--- config.mk ---
export PLATFORM = sky130hd
export DESIGN_NAME = card_clock_ctrl
export DESIGN_NICKNAME = d
export VERILOG_FILES = /design/src/core/card_clk_pkg.sv /design/src/core/card_clock_ctrl.sv
export SDC_FILE = /design/constraint.sdc
export NUM_CORES = 1
export LEC_CHECK = 0
export BUFFER_PORTS_ARGS = -buffer_cell sky130_fd_sc_hd__buf_4
export CORE_MARGIN = 2
export CORE_UTILIZATION = 65
export DETAILED_ROUTE_END_ITERATION = 10
export PLACE_DENSITY_LB_ADDON = 0.2
export SLEW_MARGIN = 10
export SYNTH_ARGS = -nofsm -noshare
export SYNTH_HDL_FRONTEND = slang
export SYNTH_SLANG_ARGS = --single-unit
export TNS_END_PERCENT = 5
--- constraint.sdc ---
create_clock -name sys_clk -period 3.7 [get_ports sys_clk]
set_input_delay 0.37 -clock sys_clk [delete_from_list [all_inputs] [get_ports sys_clk]]
set_output_delay 0.37 -clock sys_clk [all_outputs]
set_load 0.005 [all_outputs]
--- src/core/card_clk_pkg.sv ---
// Contract
// Gate bit low stops the card clock
// Divisor changed only while gate is off
// Keep frequency, stop with card clock low
// Card removal clears the gate bit
// Stable flag rises once oscillator settles
// Software waits for stable before gating on
// Oscillator halts while its enable is low
// Registers stay accessible without oscillator
// Oscillator starts as soon as enabled
// Presence detection ignores oscillator enable
// Four-bit field sets data timeout interval
// Interval is base period times 2^(13+code)
// Software disables timeout event before rewriting
// Software programs timeout at initialisation
// One-hot divisor, 80h /256 down to 00h
// Highest set divisor bit wins
// Stable flag clears when oscillator stops
package card_clk_pkg;

   // ==========================================================
   // Register bus shape
   localparam int ADDR_W = 8;  // Byte address width
   localparam int DATA_W = 16; // Register data width

   // ==========================================================
   // Register offsets
   localparam logic [7:0] OFS_CLOCK    = 8'h2c; // clock_gate_control
   localparam logic [7:0] OFS_TIMEOUT  = 8'h2e; // data_timeout_setting
   localparam logic [7:0] OFS_EVT_STAT = 8'h40; // Sticky event status
   localparam logic [7:0] OFS_EVT_MASK = 8'h42; // Event interrupt mask
   localparam logic [7:0] OFS_AUX      = 8'h44; // Timeout enable, state

   // ==========================================================
   // Field positions
   localparam int CC_INT_EN_BIT  = 0;  // Internal clock enable
   localparam int CC_STABLE_BIT  = 1;  // Internal clock stable, RO
   localparam int CC_GATE_BIT    = 2;  // card_clock_gate_on
   localparam int CC_DIV_LSB     = 8;  // card_clock_divisor low bit
   localparam int DIV_W          = 8;  // Divisor field width
   localparam int TO_W           = 4;  // Timeout code width
   localparam int AUX_TO_EN_BIT  = 0;  // Timeout event enable
   localparam int AUX_PRES_BIT   = 8;  // Card present, RO
   localparam int AUX_RUN_BIT    = 9;  // Card clock running, RO

   // ==========================================================
   // Event bits
   localparam int EVT_W       = 4; // Number of events
   localparam int EVT_INSERT  = 0; // Card inserted
   localparam int EVT_REMOVE  = 1; // Card removed
   localparam int EVT_STABLE  = 2; // Internal clock became stable
   localparam int EVT_TIMEOUT = 3; // Data line timeout

   // ==========================================================
   // Reset values and timing
   localparam logic [DIV_W-1:0] DIV_RST      = 8'h00; // Undivided
   localparam logic [TO_W-1:0]  TO_RST       = 4'h0;  // Shortest
   localparam logic [TO_W-1:0]  TO_CODE_MAX  = 4'he;  // Largest legal
   localparam int               TO_EXP_BASE  = 13;    // 2^13 at code 0
   localparam int               TO_CNT_W     = 28;    // Holds 2^27
   localparam int               SETTLE_DEF   = 16;    // sys_clk cycles
   localparam int               SETTLE_W     = 16;    // Settle counter
   localparam int               HALF_W       = 9;     // Up to 256

   // Oscillator states, one-hot
   typedef enum logic [2:0] {
      OSC_OFF    = 3'b001,
      OSC_SETTLE = 3'b010,
      OSC_STABLE = 3'b100
   } osc_state_e;

endpackage : card_clk_pkg

--- src/core/card_clock_ctrl.sv ---
// Strobed register access was left to the implementer.
`timescale 1ns/100ps
module card_clock_ctrl
   import card_clk_pkg::*;
#(
   parameter int SETTLE_CYCLES = SETTLE_DEF,  // Oscillator settle time
   parameter int TO_BASE_EXP   = TO_EXP_BASE  // Exponent at code 0
) (
   input  wire logic              sys_clk,         // 50 MHz clock
   input  wire logic              reset_n,         // Async reset
   input  wire logic [ADDR_W-1:0] addr,            // Register address
   input  wire logic [DATA_W-1:0] wr_data,         // Write data
   input  wire logic              wr_en,           // Write strobe
   input  wire logic              rd_en,           // Read strobe
   output logic      [DATA_W-1:0] rd_data,         // Read data, next cycle
   input  wire logic              card_present,    // Card detect level
   input  wire logic              data_wait,       // Waiting on data line
   input  wire logic              timeout_base_clock, // Timeout base
   output logic                   card_clock_out,  // Clock to the card
   output logic                   osc_enable,      // Internal osc run
   output logic                   data_timeout,    // Timeout pulse
   output logic                   irq              // Level interrupt
);

   // ==========================================================
   // Overview
   // All control fields live in one state record. One
   // combinational process works out the next record and one
   // clocked process stores it.
   // The internal oscillator is stood in for by a settle
   // counter; osc_enable asks the clock source to run.
   // The card clock is made by counting host cycles, so its
   // fastest rate is half of sys_clk.
   // Timeout base edges are found by sampling, so that clock
   // must run no faster than half of sys_clk.

   // ==========================================================
   // State record
   // Every register of the block lives here, so reset and the
   // clocked update stay in one place and cannot drift apart
   typedef struct packed {
      osc_state_e           osc;          // Oscillator state
      logic [SETTLE_W-1:0]  settle_cnt;   // Settle counter
      logic                 int_en;       // Internal clock enable
      logic                 gate_on;      // card_clock_gate_on
      logic [DIV_W-1:0]     divisor;      // card_clock_divisor
      logic [DIV_W-1:0]     act_div;      // Divisor in use
      logic [HALF_W-1:0]    half_cnt;     // Half period counter
      logic                 card_clk;     // Card clock level
      logic [TO_W-1:0]      to_code;      // Timeout code
      logic                 to_en;        // Timeout event enable
      logic [TO_CNT_W-1:0]  to_cnt;       // Timeout edge counter
      logic                 to_fired;     // Timeout already seen
      logic                 to_pulse;     // Timeout output pulse
      logic                 tm_prev;      // Previous base clock level
      logic                 present_prev; // Previous card detect
      logic [EVT_W-1:0]     evt_stat;     // Sticky events
      logic [EVT_W-1:0]     evt_mask;     // Interrupt mask
      logic [DATA_W-1:0]    rd_data;      // Read data holding
   } ctl_s;

   ctl_s ctl_reg;  // Registered state
   ctl_s ctl_next; // Next state

   // Last settle count before the oscillator is trusted; the
   // stable state is entered on the edge after this count
   localparam logic [SETTLE_W-1:0] SETTLE_LAST =
      SETTLE_W'(SETTLE_CYCLES - 1);

   // ==========================================================
   // Helpers

   // Half period in sys_clk cycles; highest set bit wins
   // 00h gives one cycle, so the fastest card clock is half
   // the host clock; a multi-bit setting is not refused
   function automatic logic [HALF_W-1:0] half_period(
      input logic [DIV_W-1:0] div);
      logic [HALF_W-1:0] hp;
      hp = HALF_W'(1);
      for (int i = 0; i < DIV_W; i++) begin
         if (div[i]) begin
            hp = HALF_W'(1) << (i + 1);
         end
      end
      return hp;
   endfunction : half_period

   // Last count before timeout; reserved code acts as the largest
   // Clamping the reserved code keeps a bad write from asking
   // for an interval longer than the counter can hold
   function automatic logic [TO_CNT_W-1:0] to_last(
      input logic [TO_W-1:0] code);
      logic [TO_W-1:0] c;
      c = (code > TO_CODE_MAX) ? TO_CODE_MAX : code;
      return (TO_CNT_W'(1) << (TO_BASE_EXP + int'(c)))
             - TO_CNT_W'(1);
   endfunction : to_last

   // ==========================================================
   // Next state
   // Worked out from the registered record and this cycle's
   // inputs; the defaults below hold every field unchanged except to_pulse, which clears
   always_comb begin
      logic              stable;  // Oscillator settled
      logic              run_ok;  // Card clock may run
      logic              tick;    // Timeout base rising edge
      logic [EVT_W-1:0]  set_ev;  // Events this cycle
      logic [EVT_W-1:0]  clr_ev;  // Software clears this cycle
      stable   = 1'b0;
      run_ok   = 1'b0;
      tick     = 1'b0;
      set_ev   = '0;
      clr_ev   = '0;
      ctl_next = ctl_reg;
      ctl_next.to_pulse = 1'b0;

      // Register writes; always served, oscillator or not
      // The bus runs on sys_clk, never on the oscillator, so a
      // halted oscillator cannot lock software out
      if (wr_en) begin
         case (addr)
            OFS_CLOCK: begin
               // Stable bit is read-only and ignored here
               ctl_next.int_en  = wr_data[CC_INT_EN_BIT];
               ctl_next.gate_on = wr_data[CC_GATE_BIT];
               ctl_next.divisor = wr_data[CC_DIV_LSB +: DIV_W];
            end
            OFS_TIMEOUT: begin
               // Restart the count under the new interval
               ctl_next.to_code = wr_data[TO_W-1:0];
               ctl_next.to_cnt  = '0;
            end
            OFS_EVT_STAT: begin
               // Write one to clear; zeros leave bits alone
               clr_ev = wr_data[EVT_W-1:0];
            end
            OFS_EVT_MASK: begin
               // Mask only gates irq; status still records
               ctl_next.evt_mask = wr_data[EVT_W-1:0];
            end
            OFS_AUX: begin
               // Other aux bits are status only
               ctl_next.to_en = wr_data[AUX_TO_EN_BIT];
            end
            default: begin
               // Unmapped writes are dropped
            end
         endcase
      end

      // No card, no clock gate; a write of one is overridden
      // Removal thus stops the card clock even if software is
      // slow to react; a high phase in flight still finishes
      if (!card_present) begin
         ctl_next.gate_on = 1'b0;
      end

      // Oscillator control
      // The settle counter stands in for the start-up time of
      // the real oscillator; it only runs while enabled
      case (ctl_reg.osc)
         OSC_OFF: begin
            // Halted: counter parked at zero
            ctl_next.settle_cnt = '0;
            if (ctl_reg.int_en) begin
               ctl_next.osc = OSC_SETTLE;
            end
         end
         OSC_SETTLE: begin
            // Dropping the enable abandons the start-up at once
            if (!ctl_reg.int_en) begin
               ctl_next.osc = OSC_OFF;
            end else if (ctl_reg.settle_cnt == SETTLE_LAST) begin
               ctl_next.osc = OSC_STABLE;
               set_ev[EVT_STABLE] = 1'b1;
            end else begin
               ctl_next.settle_cnt = ctl_reg.settle_cnt + 1'b1;
            end
         end
         OSC_STABLE: begin
            // Runs until software drops the enable
            if (!ctl_reg.int_en) begin
               ctl_next.osc = OSC_OFF;
            end
         end
         default: begin
            // Illegal code: fall back to halted
            ctl_next.osc = OSC_OFF;
         end
      endcase
      stable = (ctl_reg.osc == OSC_STABLE);

      // Card clock divider; a high phase always runs to its end
      // Cutting a high phase short would hand the card a runt
      // pulse, so the gate only takes effect while it is low
      run_ok = ctl_reg.gate_on & stable;
      if (ctl_reg.card_clk || run_ok) begin
         if (ctl_reg.half_cnt ==
             half_period(ctl_reg.act_div) - HALF_W'(1)) begin
            ctl_next.half_cnt = '0;
            if (ctl_reg.card_clk) begin
               ctl_next.card_clk = 1'b0;
            end else begin
               ctl_next.card_clk = 1'b1;
            end
         end else begin
            ctl_next.half_cnt = ctl_reg.half_cnt + 1'b1;
         end
      end else begin
         // Stopped low: only now may a new divisor take hold
         ctl_next.half_cnt = '0;
         ctl_next.act_div  = ctl_reg.divisor;
      end

      // Data line timeout on timeout base clock edges
      // The base clock is sampled by sys_clk, so it must run no
      // faster than half the host rate for no edge to be lost
      ctl_next.tm_prev = timeout_base_clock;
      tick = timeout_base_clock & ~ctl_reg.tm_prev;
      if (!data_wait) begin
         // Nothing pending: hold the counter at zero
         ctl_next.to_cnt   = '0;
         ctl_next.to_fired = 1'b0;
      end else if (wr_en && addr == OFS_TIMEOUT) begin
         // A new interval restarts from zero, even on a base edge
         ctl_next.to_cnt   = '0;
         ctl_next.to_fired = 1'b0;
      end else if (tick && !ctl_reg.to_fired) begin
         if (ctl_reg.to_cnt == to_last(ctl_reg.to_code)) begin
            ctl_next.to_fired = 1'b1;
            // One pulse per wait; to_fired holds off the rest
            ctl_next.to_pulse = 1'b1;
            set_ev[EVT_TIMEOUT] = ctl_reg.to_en;
         end else begin
            ctl_next.to_cnt = ctl_reg.to_cnt + 1'b1;
         end
      end

      // Card detect runs regardless of the oscillator
      ctl_next.present_prev = card_present;
      set_ev[EVT_INSERT] = card_present & ~ctl_reg.present_prev;
      set_ev[EVT_REMOVE] = ~card_present & ctl_reg.present_prev;

      // Sticky status; a new event beats a clear
      // so an event in the clearing cycle is never lost
      ctl_next.evt_stat = (ctl_reg.evt_stat & ~clr_ev) | set_ev;

      // Read data stands only in the cycle after the strobe
      // Zero at other times lets read buses be merged by OR
      ctl_next.rd_data = '0;
      if (rd_en) begin
         case (addr)
            OFS_CLOCK: begin
               ctl_next.rd_data[CC_DIV_LSB +: DIV_W] = ctl_reg.divisor;
               ctl_next.rd_data[CC_GATE_BIT]   = ctl_reg.gate_on;
               ctl_next.rd_data[CC_STABLE_BIT] = stable;
               ctl_next.rd_data[CC_INT_EN_BIT] = ctl_reg.int_en;
            end
            OFS_TIMEOUT: begin
               ctl_next.rd_data[TO_W-1:0] = ctl_reg.to_code;
            end
            OFS_EVT_STAT: begin
               ctl_next.rd_data[EVT_W-1:0] = ctl_reg.evt_stat;
            end
            OFS_EVT_MASK: begin
               ctl_next.rd_data[EVT_W-1:0] = ctl_reg.evt_mask;
            end
            OFS_AUX: begin
               // Presence is live, whatever the oscillator does
               ctl_next.rd_data[AUX_TO_EN_BIT] = ctl_reg.to_en;
               ctl_next.rd_data[AUX_PRES_BIT]  = card_present;
               ctl_next.rd_data[AUX_RUN_BIT]   = run_ok;
            end
            default: begin
               // Unmapped reads return zero
            end
         endcase
      end
   end

   // ==========================================================
   // State register
   // Reset loads constants only; the enum field needs its own
   // value since an all-zero code is not a legal state
   always_ff @(posedge sys_clk or negedge reset_n) begin
      if (!reset_n) begin
         ctl_reg              <= '0;
         ctl_reg.osc          <= OSC_OFF;
         ctl_reg.divisor      <= DIV_RST;
         ctl_reg.act_div      <= DIV_RST;
         ctl_reg.to_code      <= TO_RST;
      end else begin
         ctl_reg <= ctl_next;
      end
   end

   // ==========================================================
   // Outputs, all from flip-flops except the interrupt level and osc_enable
   // osc_enable is a plain decode of the one-hot state register
   assign rd_data        = ctl_reg.rd_data;
   assign card_clock_out = ctl_reg.card_clk;
   assign osc_enable     = (ctl_reg.osc != OSC_OFF);
   assign data_timeout   = ctl_reg.to_pulse;
   assign irq            = |(ctl_reg.evt_stat & ctl_reg.evt_mask);

endmodule : card_clock_ctrl

==> out/results.ini, run 1 <==
[timing]
worst_pin_slew_ns = 0.9699
hold_viol = 0
drv_slew = 0
min_period_over_period_pct = 82.58
fmax_mhz = 327.3
period_minus_slack_ns = 3.056
slew_headroom_pct = 34.75
setup_viol = 0
setup_tns_ns = 0
rsz0062_at_grt = no
finClkSkew_ns = 0.01956

[global_route]
grt_pass1_vias = 4652
grt_pass1_wl_um = 22180
antenna_found_initial = 0
grt_max_degree = 61
overflow = 0
track_usage_pct = 27.88

[final_layout]
antenna_cells = 0
multi_input_area_sq_um = 2979
nets = 671
areaGrowthSynthToFinish_pct = 7.932
layout_common_cells = 103 x dfrtp_1, 50 x buf_4, 45 x nand2_1
largest_reg_flops = 90
drive_above_1_share_pct = 16.41
utilization_pct = 72.63
final_common_cell = dfrtp_1
register_area_sq_um = 2604
fillers = 642

[power_and_ir_drop]
p_sw_mw = 0.5935
p_per_area_nw_per_um2 = 333.9
power.leakage_nw = 2.802
vdd_drop_max_uv = 228.8
internal-power_mw = 1.522
switching_share_pct = 28.06
p_seq_share_pct = 55.9
p_clk_share_pct = 33.9
combPwrFrac_pct = 10.2

[floorplan]
core-area_sq_um = 8721
fp.dieH_um = 99.02
num_rows = 34
fp.dieW_um = 99.02
die_area_sq_um = 9804
initial_utilization_pct = 67.29
ioPinCount = 51

[detailed_routing]
drtIter0Drc = 322
wl_per_cell_um = 17.46
wl_um = 13060
met2_length_um = 6306
antenna_left = 0
maxUsedRoutingLayer = met4
vias = 4859
via_per_inst = 6.496
first_pass_iters = 5
drc_errors = 0
met1_length_um = 5743
dr_wl_met3_um = 846

[critical_path]
cp_slowest_cell = nor3_1
path_common_cell = nor3_1
cp_slowest_stage_delay_ns = 0.55
path_delay_family = simple AND/OR/NAND/NOR gates
setup.worst_path.start_class = flop
crit_start = ctl_reg[78]$_DFFE_PN0N_
endpoint_kind = flop
path_max_fanout = 9
regToRegStartpoint = ctl_reg[78]$_DFFE_PN0N_
worst-path-buf-inv = 0
worst-setup-path-type = flop to flop
critPathArrivalTime_ns = 3.30
crit_chain = nor3_1 > nand4b_1 > ha_1 > xor2_1 > a311oi_1 > a21oi_1 > nor3_1 > o2111ai_1 > nand2b_1 > nor2_1
worst-endpoint-required_ns = 3.95

[yosys]
synth_cell_types = 65
ys_seq_elements = 104
yosys_warnings = 0
synthFlopType = dfrtp_1
ys_async_sr_fraction_pct = 100.0
synth-seq-area-share_pct = 44.37
synthCells = 614
avgSynthCellArea_sq_um = 9.557
synth_edf_count = 0
syn_area_sq_um = 5868

[place]
port_buffers = 42
dp_hpwl_um = 9337
gp_congestion = 0.8800

[clock_network]
cts_made_buffers = 9
hold_buffers = 0
cts.repair.resized = 0
clkTransAtPathRegs_ns = 0.11
cts_setup_buffers = 0
cts_tree = built
clock-sinks = 104
clk_latency_ns = 0.38
cts_buffer_depth = 2
cts_max_level = 3
root_buffer = clkbuf_8

[hold_path]
worst_hold_path_type = input port to async pin

[run]
max_cap_violations = 0

[run_status]
outcome = completed

metrics by stage:
step	cell area (sq um)	worst slack [ns]	hold WS [ns]	instances	power, mW
floorplan	5883	1.193	0.07441	618	1.333
global placement	6123	0.8527	0.4348	732	1.407
detailed placement	6123	0.7483	0.4501	732	1.417
CTS	6334	0.7031	0.07087	748	2.123
global route	6334	0.3547	0.09875	748	2.205
finish	6334	0.6444	0.04036	748	2.115
final timing paths:
path	endpoint	slack [ns]	cells after the start
setup / recovery	ctl_reg[67]$_DFF_PN0_	0.64	10
hold / removal	ctl_reg[47]$_DFF_PN0_	0.04	1
setup reg to reg	ctl_reg[67]$_DFF_PN0_	0.64	10
hold reg to reg	ctl_reg[20]$_DFF_PN0_	0.47	1
max in group asynchronous	ctl_reg[105]$_DFFE_PN1P_	2.81	2
min in group sys_clk	ctl_reg[24]$_DFF_PN0_	0.12	1
final cells by class:
class,count,area share (%)
tap,108,2.134
clock inverter,7,1.363
multi-input combinational,462,47.04
clock buffer,9,1.956
timing repair buffer,50,5.927
inverter,8,0.4741
sequential,104,41.11
kinds of logic (layout without fill, tap and decap cells):
| kind of cell | after synthesis | in the layout | synth area share [%] |
|---|---|---|---|
| and+or+nand+nor | 272 | 272 | 25.69 |
| AOI/OAI and AO/OA | 114 | 114 | 12.60 |
| DFF | 104 | 104 | 44.37 |
| buffers and inverters | 52 | 74 | 5.203 |
| xor gates and xnor gates | 35 | 35 | 5.224 |
| muxes | 30 | 30 | 5.714 |
| adders and majority gates | 5 | 5 | 1.066 |
| other | 2 | 6 | 0.1280 |
routing by layer:
| metal | track usage [%] | up-vias |
|---|---|---|
| met5 | 0 | - |
| met4 | 8.219 | 0 |
| met3 | 4.539 | 18 |
| met2 | 44.54 | 169 |
| met1 | 39.71 | 2388 |
| li1 | - | 2284 |
synthesized netlist by cell type (5+ instances only):
cell        n  area (sq um)
nand4_1    17         106.4
nor3_1     22         110.1
o21ai_0    22         110.1
nand3_1    25         125.1
and2_1      9         56.30
nor2_1     43         161.4
a21oi_1    35         175.2
xnor2_1    12         105.1
nand2b_1    8         50.05
nand2_1    45         168.9
ha_1        5         62.56
xor2_1     23         201.4
clkbuf_1   10         37.54
o211ai_1    5         37.54
nor4_1     13         81.33
nor2b_1     6         37.54
mux2_2     28         315.3
inv_1       8         30.03
buf_2       8         40.04
a22oi_1     5         37.54
dfrtp_1   103          2577
or3_1      19         118.9
o31ai_1     6         45.04
buf_4      18         135.1
and3_1     18         112.6
or4_1      16         120.1
power groups by stage:
stage / clock [mW] / combinational, mW / sequential [mW]
6_report: 0.716 / 0.217 / 1.18
5_1_grt: 0.776 / 0.242 / 1.19
4_1_cts: 0.727 / 0.215 / 1.18
3_5_place_dp: 0 / 0.214 / 1.20
3_3_place_gp: 0 / 0.206 / 1.20
2_1_floorplan: 0 / 0.146 / 1.19
(Power assumes the default switching activity.)
==> run 2: changes to the inputs <==
CORE_UTILIZATION = 54   (was 65)
clock period = 2.6 ns   (was 3.7 ns; I/O delays follow)
==> run 2 against run 1 <==
Compared with the run above: critical path type unchanged; register-to-register slack got worse by 0.59 ns; design area increased by 7.1%; wire length increased by 6.7%; setup slack got worse by 0.59 ns; global-route usage decreased by 2.9 points; largest power group unchanged; clock-buffer cell count unchanged; highest routed layer unchanged; largest cell class unchanged.
==> out/results.ini, run 2 (synthesized netlist as in run 1, its figures left out) <==
[run_status]
outcome = completed

[clock_network]
clock-sinks = 104  ; unchanged
root_buffer = clkbuf_8
cts_made_buffers = 9  ; unchanged
clk_latency_ns = 0.39  ; about the same
cts_max_level = 3  ; unchanged
cts_buffer_depth = 2  ; unchanged
clkTransAtPathRegs_ns = 0.11  ; about the same
cts_tree = built

[place]
gp_congestion = 0.8392  ; -4.6%
dp_hpwl_um = 9827  ; +5.3%
port_buffers = 42  ; unchanged
dpl.cell_count = 791  ; +8.1%

[timing]
hold_viol = 0  ; unchanged
period_minus_slack_ns = 2.543  ; -0.5129 ns
worst_pin_slew_ns = 0.6113  ; -0.3586 ns
setup_tns_ns = 0  ; unchanged
finClkSkew_ns = 0.01002  ; -0.009549 ns
rsz0062_at_grt = yes
min_period_over_period_pct = 97.79  ; +15 points
slew_headroom_pct = 58.91  ; +24 points
setup_viol = 0  ; unchanged
timing.hold.ws_ns = 0.08780  ; +0.04744 ns
fmax_mhz = 393.3  ; +20%
drv_slew = 0  ; unchanged

[critical_path]
path_max_fanout = 52  ; +43
worst-endpoint-required_ns = 2.91  ; -1.04 ns
critPathArrivalTime_ns = 2.85  ; -0.45 ns
worst-setup-path-type = flop to flop
setup.worst_path.start_class = flop
endpoint_kind = flop

[detailed_routing]
via_per_inst = 6.057  ; -6.8%
antenna_left = 0  ; unchanged
wl_um = 13930  ; +6.7%
drtIter0Drc = 393  ; +22%
vias = 4912  ; +1.1%
wl_per_cell_um = 17.17  ; -1.6%
first_pass_iters = 5  ; unchanged
drc_errors = 0  ; unchanged

[final_layout]
antenna_cells = 0  ; unchanged
final_common_cell = dfrtp_1
largest_reg_flops = 90  ; unchanged
register_area_sq_um = 2610  ; +0.24%
fillers = 869  ; +35%
drive_above_1_share_pct = 22.80  ; +6.4 points
utilization_pct = 63.42  ; -9.2 points
multi_input_area_sq_um = 3087  ; +3.6%
areaGrowthSynthToFinish_pct = 15.61
layout_common_cells = 98 x dfrtp_1, 74 x buf_4, 45 x nand2_1
nets = 702  ; +4.6%
final-instance-count-excl-fill = 811  ; +8.4%

[power_and_ir_drop]
internal-power_mw = 2.394  ; +57%
switching_share_pct = 26.53  ; -1.5 points
p_seq_share_pct = 51.2  ; -4.7 points
p_sw_mw = 0.8646  ; +46%
vdd_drop_max_uv = 463.8  ; +100%
p_clk_share_pct = 36.1  ; +2.2 points
power.leakage_nw = 2.993  ; +6.8%
finalPower_mw = 3.258  ; +54%
p_per_area_nw_per_um2 = 480.3  ; +44%
combPwrFrac_pct = 12.6  ; +2.4 points

[global_route]
grt_pass1_wl_um = 23030  ; +3.8%
overflow = 0  ; unchanged
track_usage_pct = 25.01  ; -2.9 points
antenna_found_initial = 0  ; unchanged
grt_pass1_vias = 4751  ; +2.1%
grt_max_degree = 53  ; -13%

[hold_path]
worst_hold_path_type = input port to flop

[floorplan]
die_area_sq_um = 11720  ; +20%
fp.dieH_um = 108.2  ; +9.3%
fp.dieW_um = 108.2  ; +9.3%
ioPinCount = 51  ; unchanged
num_rows = 38  ; +12%
initial_utilization_pct = 54.85  ; -12 points
core-area_sq_um = 10700  ; +23%

[run]
max_cap_violations = 0  ; unchanged

==> run 2: timing repair <==
action	CTS	global route
pin swaps	0	5
gates resized for setup	2	24
setup buffers	0	0
setup endpoints to repair	10	41
gates cloned	0	1
endpoints found under the hold margin	43	0
hold buffers	3	0
==> run 2: metrics by stage <==
step                area (sq um)  worst slack (ns)
finish                      6784           0.05737
global route                6784          -0.07792
CTS                         6678           0.01125
detailed placement          6404          -0.05866
global placement            6404           0.06315
floorplan                   5883           0.09263
==> run 2: worst max-delay path, cell delays in order (launching register included) <==
cell	delay, ns
dfrtp_2	0.46
or4b_4	0.56
a21o_1	0.18
o211ai_2	0.08
nor4_2	0.06
and4_1	0.24
buf_12	0.19
or4_1	0.51
a21oi_1	0.18
==> run 2: routing by layer <==
metal	global-route usage, %	wire, um	vias up	share of wire (%)
met5	0	0	-	0
met4	8.150	227	0	1.6
met3	4.641	465	17	3.3
met2	40.97	6849	95	49
met1	33.68	6385	2440	46
li1	-	-	2360	-
==> run 2: path summary, 6_finish.rpt <==
check | startpoint | endpoint | slack, ns | cells after the start
min in group asynchronous | reset_n | ctl_reg[37]$_DFF_PN0_ | 0.40 | 2
worst min register to register | ctl_reg[24]$_DFF_PN0_ | ctl_reg[20]$_DFF_PN0_ | 0.44 | 1
worst max register to register | ctl_reg[58]$_DFFE_PN0P_ | ctl_reg[46]$_DFF_PN0_ | 0.06 | 8
worst min-delay path | wr_data[13] | ctl_reg[84]$_DFFE_PN0P_ | 0.09 | 2
worst max-delay path | ctl_reg[58]$_DFFE_PN0P_ | ctl_reg[46]$_DFF_PN0_ | 0.06 | 8
max in group asynchronous | reset_n | ctl_reg[76]$_DFFE_PN0N_ | 1.41 | 3
==> run 2: power by group through the flow <==
stage          Sequential, mW  Combinational, mW  Clock, mW
6_report                 1.67              0.411       1.18
2_1_floorplan            1.69              0.208          0
4_1_cts                  1.67              0.369       1.21
5_1_grt                  1.67              0.449       1.27
3_3_place_gp             1.70              0.348          0
3_5_place_dp             1.70              0.361          0
==> run 2: cell type report <==
cell class	count	share of cell area, %
well taps	140	2.582
multi-input cells	463	45.50
clock buffers	9	1.826
clock inverters	7	1.660
inverters	8	0.4426
flip-flops and latches	104	38.47
repair buffers	80	9.517
